--- src/shared/ext_pin_regs.vh ---
// Register map, field codes and reset values of the external pin interrupt unit.
`ifndef EXT_PIN_REGS_VH
`define EXT_PIN_REGS_VH

// Register indices; the byte address is four times the index.
`define IDX_CHAN_REQUEST_ENABLES 10'h00ca
`define IDX_CHAN_REQUEST_FLAGS 10'h00cb
`define IDX_DETECT_COND_LOW 10'h00cc
`define IDX_DETECT_COND_HIGH 10'h00cd
`define IDX_PIN_SOURCE_SELECT 10'h00ce
`define IDX_PIN_STATE 10'h00d0
`define IDX_EVENT_STATUS 10'h00d1
`define IDX_EVENT_MASK 10'h00d2

// Reset values.
`define RST_ENABLES 8'h00
`define RST_FLAGS 8'h00
`define RST_COND 8'h00
`define RST_SELECT 8'h00
`define RST_EVENT 8'h00
`define RST_FILL 2'h0

// Cycles after reset before pin hits are trusted.
`define SYNC_FILL_CYCLES 2'h3

// Detection condition codes.
`define COND_LOW 2'h0
`define COND_HIGH 2'h1
`define COND_RISE 2'h2
`define COND_FALL 2'h3

// Read-modify-write flag read value.
`define FLAGS_RMW_VALUE 8'hff

// Channel groups of the two vectors.
`define VEC0_LSB 0
`define VEC1_LSB 4

// Bus responses.
`define RESP_OKAY 2'h0
`define RESP_SLVERR 2'h2

`endif

--- src/verilog/ext_pin_sync2.v ---
// Two-stage synchroniser for asynchronous pin levels.
`timescale 1ns/1ps
module ext_pin_sync2 #(
   parameter WIDTH = 8
) (
   input wire aclk,
   input wire aresetn,
   input wire [WIDTH-1:0] async_in,
   output wire [WIDTH-1:0] sync_out
);
   reg [WIDTH-1:0] meta_r;
   reg [WIDTH-1:0] sync_r;

   always @(posedge aclk) begin
      if (!aresetn) begin
         meta_r <= {WIDTH{1'b0}};
         sync_r <= {WIDTH{1'b0}};
      end else begin
         meta_r <= async_in;
         sync_r <= meta_r;
      end
   end

   assign sync_out = sync_r;
endmodule

--- src/verilog/ext_cond_detect.v ---
// Per-channel level and edge condition detector.
`timescale 1ns/1ps
`include "ext_pin_regs.vh"
module ext_cond_detect #(
   parameter WIDTH = 8
) (
   input wire aclk,
   input wire aresetn,
   input wire [WIDTH-1:0] pin,
   input wire [2*WIDTH-1:0] cond,
   input wire [WIDTH-1:0] level_only,
   output reg [WIDTH-1:0] hit
);
   reg [WIDTH-1:0] prev_r;
   integer i;

   always @(posedge aclk) begin
      if (!aresetn) begin
         prev_r <= {WIDTH{1'b0}};
      end else begin
         prev_r <= pin;
      end
   end

   always @* begin
      hit = {WIDTH{1'b0}};
      for (i = 0; i < WIDTH; i = i + 1) begin
         case (cond[2*i +: 2])
            `COND_LOW: hit[i] = ~pin[i];
            `COND_HIGH: hit[i] = pin[i];
            `COND_RISE: hit[i] = pin[i] & ~prev_r[i] & ~level_only[i];
            `COND_FALL: hit[i] = ~pin[i] & prev_r[i] & ~level_only[i];
            default: hit[i] = 1'b0;
         endcase
      end
   end
endmodule

--- src/verilog/ext_pin_interrupt_unit.v ---
// External pin interrupt unit with AXI4-Lite register access.
//
// Design decision made here: register access over AXI4-Lite.
`timescale 1ns/1ps
`include "ext_pin_regs.vh"
module ext_pin_interrupt_unit #(
   parameter ADDR_W = 12,
   parameter NCH = 8
) (
   input wire aclk,
   input wire aresetn,
   input wire [ADDR_W-1:0] s_axi_awaddr,
   input wire [2:0] s_axi_awprot,
   input wire s_axi_awvalid,
   output reg s_axi_awready,
   input wire [31:0] s_axi_wdata,
   input wire [3:0] s_axi_wstrb,
   input wire s_axi_wvalid,
   output reg s_axi_wready,
   output reg [1:0] s_axi_bresp,
   output reg s_axi_bvalid,
   input wire s_axi_bready,
   input wire [ADDR_W-1:0] s_axi_araddr,
   input wire [2:0] s_axi_arprot,
   input wire s_axi_arvalid,
   output reg s_axi_arready,
   output reg [31:0] s_axi_rdata,
   output reg [1:0] s_axi_rresp,
   output reg s_axi_rvalid,
   input wire s_axi_rready,
   input wire rmw_read,
   input wire [NCH-1:0] ext_req_pin_default,
   input wire [NCH-1:0] ext_req_pin_alt,
   input wire [1:0] xfer_service_on,
   input wire [1:0] xfer_done,
   output reg [NCH-1:0] chan_req,
   output reg [1:0] vector_req,
   output reg irq
);
   // ----------------------------------------------------------------
   // Address decode.
   // ----------------------------------------------------------------
   localparam SEL_NONE = 3'd0;
   localparam SEL_ENABLES = 3'd1;
   localparam SEL_FLAGS = 3'd2;
   localparam SEL_COND_LO = 3'd3;
   localparam SEL_COND_HI = 3'd4;
   localparam SEL_SELECT = 3'd5;
   localparam SEL_PINS = 3'd6;
   localparam SEL_EVT = 3'd7;
   localparam SEL_W = 3;

   function [SEL_W:0] decode;
      input [ADDR_W-1:0] addr;
      begin
         decode = {1'b0, SEL_NONE};
         if (addr[1:0] == 2'b00) begin
            case (addr[ADDR_W-1:2])
               `IDX_CHAN_REQUEST_ENABLES: decode = {1'b0, SEL_ENABLES};
               `IDX_CHAN_REQUEST_FLAGS: decode = {1'b0, SEL_FLAGS};
               `IDX_DETECT_COND_LOW: decode = {1'b0, SEL_COND_LO};
               `IDX_DETECT_COND_HIGH: decode = {1'b0, SEL_COND_HI};
               `IDX_PIN_SOURCE_SELECT: decode = {1'b0, SEL_SELECT};
               `IDX_PIN_STATE: decode = {1'b0, SEL_PINS};
               `IDX_EVENT_STATUS: decode = {1'b0, SEL_EVT};
               `IDX_EVENT_MASK: decode = {1'b1, SEL_NONE};
               default: decode = {1'b0, SEL_NONE};
            endcase
         end
      end
   endfunction

   // ----------------------------------------------------------------
   // Registers and pin path.
   // ----------------------------------------------------------------
   reg [NCH-1:0] chan_request_enables_r;
   reg [NCH-1:0] chan_request_flags_r;
   reg [2*NCH-1:0] detect_condition_fields_r;
   reg [NCH-1:0] pin_source_select_r;
   reg [NCH-1:0] evt_status_r;
   reg [NCH-1:0] evt_mask_r;
   reg [NCH-1:0] chan_request_flags_nxt;
   reg [NCH-1:0] evt_status_nxt;
   reg [NCH-1:0] level_only;
   reg [NCH-1:0] xfer_clear;
   reg [NCH-1:0] sw_clear;
   reg [NCH-1:0] evt_clear;
   wire [NCH-1:0] pin_default_s;
   wire [NCH-1:0] pin_alt_s;
   wire [NCH-1:0] pin_sel;
   wire [NCH-1:0] hit;
   wire [NCH-1:0] gated;

   ext_pin_sync2 #(
      .WIDTH(NCH)
   ) u_sync_default (
      .aclk(aclk),
      .aresetn(aresetn),
      .async_in(ext_req_pin_default),
      .sync_out(pin_default_s)
   );

   ext_pin_sync2 #(
      .WIDTH(NCH)
   ) u_sync_alt (
      .aclk(aclk),
      .aresetn(aresetn),
      .async_in(ext_req_pin_alt),
      .sync_out(pin_alt_s)
   );

   assign pin_sel = (pin_alt_s & pin_source_select_r) |
                    (pin_default_s & ~pin_source_select_r);

   ext_cond_detect #(
      .WIDTH(NCH)
   ) u_detect (
      .aclk(aclk),
      .aresetn(aresetn),
      .pin(pin_sel),
      .cond(detect_condition_fields_r),
      .level_only(level_only),
      .hit(hit)
   );

   // ----------------------------------------------------------------
   // Synchroniser fill after reset.
   // ----------------------------------------------------------------
   // The synchronisers leave reset at zero, not at the pin level, so hits are
   // held off until both stages and the edge history hold real samples.
   reg [1:0] fill_cnt_r;
   reg [1:0] fill_cnt_nxt;
   reg fill_done;
   wire [NCH-1:0] hit_ok;

   always @* begin
      fill_done = (fill_cnt_r == `SYNC_FILL_CYCLES);
      fill_cnt_nxt = fill_cnt_r;
      if (!fill_done) begin
         fill_cnt_nxt = fill_cnt_r + 2'h1;
      end
   end

   always @(posedge aclk) begin
      if (!aresetn) begin
         fill_cnt_r <= `RST_FILL;
      end else begin
         fill_cnt_r <= fill_cnt_nxt;
      end
   end

   assign hit_ok = hit & {NCH{fill_done}};

   // ----------------------------------------------------------------
   // Write channel.
   // ----------------------------------------------------------------
   reg aw_full_r;
   reg w_full_r;
   reg [ADDR_W-1:0] aw_addr_r;
   reg [31:0] w_data_r;
   reg [3:0] w_strb_r;
   reg aw_full_nxt;
   reg w_full_nxt;
   reg bvalid_nxt;
   reg do_write;
   reg [SEL_W:0] wsel;
   reg wlane;

   always @* begin
      do_write = aw_full_r & w_full_r & ~s_axi_bvalid;
      wsel = decode(aw_addr_r);
      wlane = do_write & w_strb_r[0];
      aw_full_nxt = (aw_full_r | (s_axi_awvalid & s_axi_awready)) & ~do_write;
      w_full_nxt = (w_full_r | (s_axi_wvalid & s_axi_wready)) & ~do_write;
      bvalid_nxt = do_write | (s_axi_bvalid & ~s_axi_bready);
   end

   always @(posedge aclk) begin
      if (!aresetn) begin
         aw_full_r <= 1'b0;
         w_full_r <= 1'b0;
         aw_addr_r <= {ADDR_W{1'b0}};
         w_data_r <= 32'h0000_0000;
         w_strb_r <= 4'h0;
         s_axi_awready <= 1'b0;
         s_axi_wready <= 1'b0;
         s_axi_bvalid <= 1'b0;
         s_axi_bresp <= `RESP_OKAY;
      end else begin
         aw_full_r <= aw_full_nxt;
         w_full_r <= w_full_nxt;
         if (s_axi_awvalid && s_axi_awready) begin
            aw_addr_r <= s_axi_awaddr;
         end
         if (s_axi_wvalid && s_axi_wready) begin
            w_data_r <= s_axi_wdata;
            w_strb_r <= s_axi_wstrb;
         end
         s_axi_awready <= ~aw_full_nxt & ~bvalid_nxt;
         s_axi_wready <= ~w_full_nxt & ~bvalid_nxt;
         s_axi_bvalid <= bvalid_nxt;
         if (do_write) begin
            if (wsel == {1'b0, SEL_NONE} || wsel == {1'b0, SEL_PINS}) begin
               s_axi_bresp <= `RESP_SLVERR;
            end else begin
               s_axi_bresp <= `RESP_OKAY;
            end
         end
      end
   end

   // ----------------------------------------------------------------
   // Configuration registers.
   // ----------------------------------------------------------------
   always @(posedge aclk) begin
      if (!aresetn) begin
         chan_request_enables_r <= `RST_ENABLES;
         detect_condition_fields_r <= {`RST_COND, `RST_COND};
         pin_source_select_r <= `RST_SELECT;
         evt_mask_r <= `RST_EVENT;
      end else if (wlane) begin
         case (wsel)
            {1'b0, SEL_ENABLES}: chan_request_enables_r <= w_data_r[NCH-1:0];
            {1'b0, SEL_COND_LO}: detect_condition_fields_r[NCH-1:0] <= w_data_r[NCH-1:0];
            {1'b0, SEL_COND_HI}: detect_condition_fields_r[2*NCH-1:NCH] <= w_data_r[NCH-1:0];
            {1'b0, SEL_SELECT}: pin_source_select_r <= w_data_r[NCH-1:0];
            {1'b1, SEL_NONE}: evt_mask_r <= w_data_r[NCH-1:0];
            default: evt_mask_r <= evt_mask_r;
         endcase
      end
   end

   // ----------------------------------------------------------------
   // Request flags, transfer service and event status.
   // ----------------------------------------------------------------
   always @* begin
      level_only = {{(NCH/2){xfer_service_on[1]}}, {(NCH/2){xfer_service_on[0]}}};
      xfer_clear = {{(NCH/2){xfer_done[1]}}, {(NCH/2){xfer_done[0]}}} &
                   chan_request_enables_r;
      sw_clear = {NCH{1'b0}};
      evt_clear = {NCH{1'b0}};
      if (wlane && wsel == {1'b0, SEL_FLAGS}) begin
         sw_clear = ~w_data_r[NCH-1:0];
      end
      if (wlane && wsel == {1'b0, SEL_EVT}) begin
         evt_clear = w_data_r[NCH-1:0];
      end
      chan_request_flags_nxt = hit_ok |
                               (chan_request_flags_r & ~sw_clear & ~xfer_clear);
      evt_status_nxt = hit_ok | (evt_status_r & ~evt_clear);
   end

   // ----------------------------------------------------------------
   // Next enable and mask values.
   // ----------------------------------------------------------------
   reg [NCH-1:0] chan_request_enables_nxt;
   reg [NCH-1:0] evt_mask_nxt;

   always @* begin
      chan_request_enables_nxt = chan_request_enables_r;
      evt_mask_nxt = evt_mask_r;
      if (wlane && wsel == {1'b0, SEL_ENABLES}) begin
         chan_request_enables_nxt = w_data_r[NCH-1:0];
      end
      if (wlane && wsel == {1'b1, SEL_NONE}) begin
         evt_mask_nxt = w_data_r[NCH-1:0];
      end
   end

   assign gated = chan_request_flags_nxt & chan_request_enables_nxt;

   always @(posedge aclk) begin
      if (!aresetn) begin
         chan_request_flags_r <= `RST_FLAGS;
         evt_status_r <= `RST_EVENT;
      end else begin
         chan_request_flags_r <= chan_request_flags_nxt;
         evt_status_r <= evt_status_nxt;
      end
   end

   // ----------------------------------------------------------------
   // Request and interrupt outputs.
   // ----------------------------------------------------------------
   always @(posedge aclk) begin
      if (!aresetn) begin
         chan_req <= {NCH{1'b0}};
         vector_req <= 2'b00;
         irq <= 1'b0;
      end else begin
         chan_req <= gated;
         vector_req[0] <= |gated[`VEC0_LSB +: NCH/2];
         vector_req[1] <= |gated[`VEC1_LSB +: NCH/2];
         irq <= |(evt_status_nxt & evt_mask_nxt);
      end
   end

   // ----------------------------------------------------------------
   // Read channel.
   // ----------------------------------------------------------------
   reg [SEL_W:0] rsel;
   reg [NCH-1:0] rval;
   reg rerr;
   reg rtake;

   always @* begin
      rtake = s_axi_arvalid & s_axi_arready;
      rsel = decode(s_axi_araddr);
      rerr = 1'b0;
      case (rsel)
         {1'b0, SEL_ENABLES}: rval = chan_request_enables_r;
         {1'b0, SEL_FLAGS}: rval = rmw_read ? `FLAGS_RMW_VALUE : chan_request_flags_r;
         {1'b0, SEL_COND_LO}: rval = detect_condition_fields_r[NCH-1:0];
         {1'b0, SEL_COND_HI}: rval = detect_condition_fields_r[2*NCH-1:NCH];
         {1'b0, SEL_SELECT}: rval = pin_source_select_r;
         {1'b0, SEL_PINS}: rval = pin_sel;
         {1'b0, SEL_EVT}: rval = evt_status_r;
         {1'b1, SEL_NONE}: rval = evt_mask_r;
         default: begin
            rval = {NCH{1'b0}};
            rerr = 1'b1;
         end
      endcase
   end

   always @(posedge aclk) begin
      if (!aresetn) begin
         s_axi_arready <= 1'b0;
         s_axi_rvalid <= 1'b0;
         s_axi_rdata <= 32'h0000_0000;
         s_axi_rresp <= `RESP_OKAY;
      end else begin
         if (rtake) begin
            s_axi_arready <= 1'b0;
            s_axi_rvalid <= 1'b1;
            s_axi_rdata <= {{(32-NCH){1'b0}}, rval};
            s_axi_rresp <= rerr ? `RESP_SLVERR : `RESP_OKAY;
         end else if (s_axi_rvalid && s_axi_rready) begin
            s_axi_rvalid <= 1'b0;
            s_axi_arready <= 1'b1;
         end else if (!s_axi_rvalid) begin
            s_axi_arready <= 1'b1;
         end
      end
   end
endmodule

--- config.mk ---
export PLATFORM = sky130hd
export DESIGN_NAME = ext_pin_interrupt_unit
export DESIGN_NICKNAME = d
export VERILOG_FILES = /design/src/verilog/ext_pin_sync2.v /design/src/verilog/ext_cond_detect.v /design/src/verilog/ext_pin_interrupt_unit.v
export VERILOG_INCLUDE_DIRS = /design/src /design/src/shared
export SDC_FILE = /design/constraint.sdc
export NUM_CORES = 1
export LEC_CHECK = 0
export BUFFER_PORTS_ARGS = -buffer_cell sky130_fd_sc_hd__buf_2
export CAP_MARGIN = 20
export CORE_MARGIN = 1
export CORE_UTILIZATION = 51
export CTS_BUF_LIST = sky130_fd_sc_hd__clkbuf_8
export CTS_CLUSTER_DIAMETER = 60
export DETAILED_ROUTE_END_ITERATION = 10
export HOLD_SLACK_MARGIN = 0.15
export PLACE_DENSITY = 0.8
export SLEW_MARGIN = 20
export SYNTH_ARGS = -nofsm -noshare
export SYNTH_HDL_FRONTEND = slang
export SYNTH_HIERARCHICAL = 1
export SYNTH_SLANG_ARGS = --single-unit
--- constraint.sdc ---
create_clock -name aclk -period 2.46 [get_ports aclk]
set_input_delay 0.123 -clock aclk [delete_from_list [all_inputs] [get_ports aclk]]
set_output_delay 0.123 -clock aclk [all_outputs]
set_load 0.005 [all_outputs]
==> results.md <==
- Status: complete, but fails checks
- Failing checks: negative setup slack
- Tot GR Track Use: 26.73%
- YS warnings: 6
- ANT nets after route: 0
- Synth Area in Compound Gates: 14.96%
- Starting density of the core: 53.03%
- GPL Wtd Cong: 0.9492
- Max rail drop VDD: 0.0003597 V
- CP Data Required Time: 2.80 ns
- Deepest clock path buffer count: 2
- NetSw: 1.165 mW
- Syn_area_per_cell: 9.394 µm²
- Seq pwr share: 52.9%
- Endpoints failing hold: 0
- Top post-synthesis cells by count: 147 x dfxtp_1, 72 x nand2_1, 50 x nor2b_1, 47 x mux2i_1, 37 x and2_1
- # diodes: 0
- Synthesized area: 6802 µm²
- Layout cells sized above 1: 27.28%
- Synth area leader: dfxtp_1
- Setup TNS: -0.5085 ns
- Via count: 6040
- Die Ht: 117.5 µm
- Layout area overhead: 26.36%
- Hold path start: s_axi_wvalid
- Max Freq: 376.7 MHz
- Drt initial violations: 704
- Pwr dens: 558.5 nW/µm²
- WP data arrival: 3.00 ns
- Final cell count without fillers: 1081
- #FFs+latches synth: 147
- Largest net degree at the start of global routing: 54
- Final Max Tran Viols: 0
- Worst-path maximum fanout: 6
- Combinational family with the most area after synthesis: simple AND/OR/NAND/NOR gates
- Clk_skew: 0.01058 ns
- Max_cap viols: 0
- Synth Flop Type: dfxtp_1
- TritonCTS clock tree: built
- Library cells used by synthesis: 68
- Rows: 41
- Most frequent cell after synthesis: dfxtp_1
- Number of synthesized flops with an enable pin: 0
- Relative slew margins: 49.46%
- Min-Delay Path Class: input pin to register
- Synth Area in Adders: 0.1840%
- Pre-CTS setup slack: -0.2265 ns
- Drt wl/cell: 17.02 µm
- DIE WIDTH: 117.5 µm
- DR DRC count: 0
- Tmin final: 2.654 ns
- Async set or reset register ratio after synthesis: 0%
- Die area: 13800 µm²
- H-tree lvl count: 4
- Placed cell area: 7675 µm²
- Root buf cell: clkbuf_8
- IO buf count: 86
- Area contributors post-synth: dfxtp_1 43%, mux2i_1 6.9%, nor2b_1 4.6%
- Fin nets: 993
- Post-route cell area: 8594 µm²
- Startpoint class of the critical path: register
- Clock transition at path regs: 0.07 ns
- Global-route wire length before repair: 28990 µm
- Area share of the largest cell type after synthesis: 43.27%
- R2r startpoint: aw_addr_r[11]
- Worst setup path startpoint: aw_addr_r[11]
- Sequential cell area fraction in the yosys report: 43.27%
- Clock network power share: 36.4%
- GRT overflow: 0
- Critical path class: register to register
- Setup crit end kind: register
- Post-Place Cells: 1005
- Drt pass-1 iters: 5
- Number of global-route vias before repair: 5747
- Comb pwr share: 10.7%
- Gate Count Post-Synth: 724
- Worst skew pair latency: 0.46 ns
- Final setup fails: 4
- Internal cell power: 3.634 mW
- Initial antenna violation count: 0
- Core ar.: 12820 µm²
- # IOs: 146
- Simple-gate share of the synthesized area: 27.26%
- Post-synthesis mux area share: 8.241%
- Setup WS post-layout: -0.1945 ns
- Xor-xnor portion of the synthesized cell area: 0.2575%
- Final period util: 107.9%
- LEAKAGE: 3.496 nW
- Worst-Margin Slew: 0.7577 ns
- Sw Share: 24.28%
- TritonCTS Buffers: 17
- Via density: 5.587
- RSZ-0062 raised after global routing: yes
- Final WL: 18400 µm
- DP HPWL: 12410 µm
- Clock sinks: 147
power groups by stage:
stage	Sequential, mW	Clock [mW]	Combinational (mW)
final	2.54	1.75	0.514
after floorplan	2.56	0	0.303
after global routing	2.54	1.88	0.561
after global placement	2.58	0	0.425
after CTS	2.53	1.77	0.492
after detailed placement	2.58	0	0.434
cell families (layout without fill, tap and decap cells):
| logic type | after synthesis | after routing |
|---|---|---|
| flops | 147 | 147 |
| compound gates | 135 | 135 |
| mux | 55 | 55 |
| buf+inv | 67 | 227 |
| fa+ha+maj | 1 | 1 |
| simple gates | 316 | 316 |
| other cells | 1 | 26 |
| xor+xnor | 2 | 2 |
area by class of cell:
| class | instances | area, µm² |
|---|---|---|
| Timing Repair Buffer | 195 | 1396 |
| Tap cell | 172 | 215.2 |
| Clock buffer | 22 | 302.8 |
| Multi-Input combinational cell | 535 | 3667 |
| Clock inverter | 8 | 61.31 |
| Fill cell | 1021 | 4230 |
| Inverter | 2 | 7.507 |
| Sequential cell | 147 | 2944 |
sequential cells by signal, summed over array words and instances, names as in the netlist, 2 cells and up:
name,flops
aw_addr_r,12
chan_req,8
detect_condition_fields_r,16
pin_source_select_r,8
u_sync_default/sync_out,8
u_sync_alt/meta_r,8
chan_request_flags_r,8
w_data_r,8
evt_status_r,8
fill_cnt_r,2
u_sync_default/meta_r,8
u_detect/prev_r,8
chan_request_enables_r,8
u_sync_alt/sync_out,8
evt_mask_r,8
vector_req,2
s_axi_rdata,8
path summary, 6_finish.rpt:
kind | endpoint | slack (ns) | cells past startpoint
max reg2reg | vector_req[0] | -0.19 | 7
min | s_axi_wready | 0.16 | 3
max | vector_req[0] | -0.19 | 7
min reg2reg | u_sync_alt/sync_out[4] | 0.45 | 1
layout by cell type, fill, tap and decap left out, drive strengths merged, types with 10 or more instances in the layout:
master,count
nor2b,50
mux2i,47
a22o,11
dfxtp,147
a22oi,10
clkbuf,22
and2,64
buf,154
nand4b,12
conb,26
a21boi,28
nor2,31
nand2,72
nor3,19
a21oi,11
o21ai,22
dlygate4sd3,41
per-stage QoR:
stage	util, %	hold WS, ns	power, mW
CTS	66.36	0.1504	4.793
global placement	59.84	0.3297	3.006
detailed placement	59.84	0.3336	3.017
global route	67.01	0.2184	4.985
floorplan	-	0.2503	2.863
finish	67.01	0.1604	4.800
critical path, stage by stage, from the launching register on:
cell and delay [ns]:
dfxtp_2 0.33, or4b_4 0.54, or3_4 0.34, and2_4 0.16, or3_1 0.35, a32o_1 0.24, and3b_1 0.20, a2111o_1 0.38
metal layers:
metal  wire length [µm]  global-route usage [%]
met1               7819                   33.59
met2               8851                   44.56
met3               1137                   4.942
met4                587                   11.94
met5                  0                       0
repair_timing:
item	in CTS	in global routing
pin swaps	1	1
endpoints found under the hold margin	44	0
gates resized for setup	10	21
endpoints found under the setup margin	15	10
setup buffers	4	0
hold buffers	41	0
gates cloned	0	1
No activity file was read; power rests on OpenSTA's default activity.
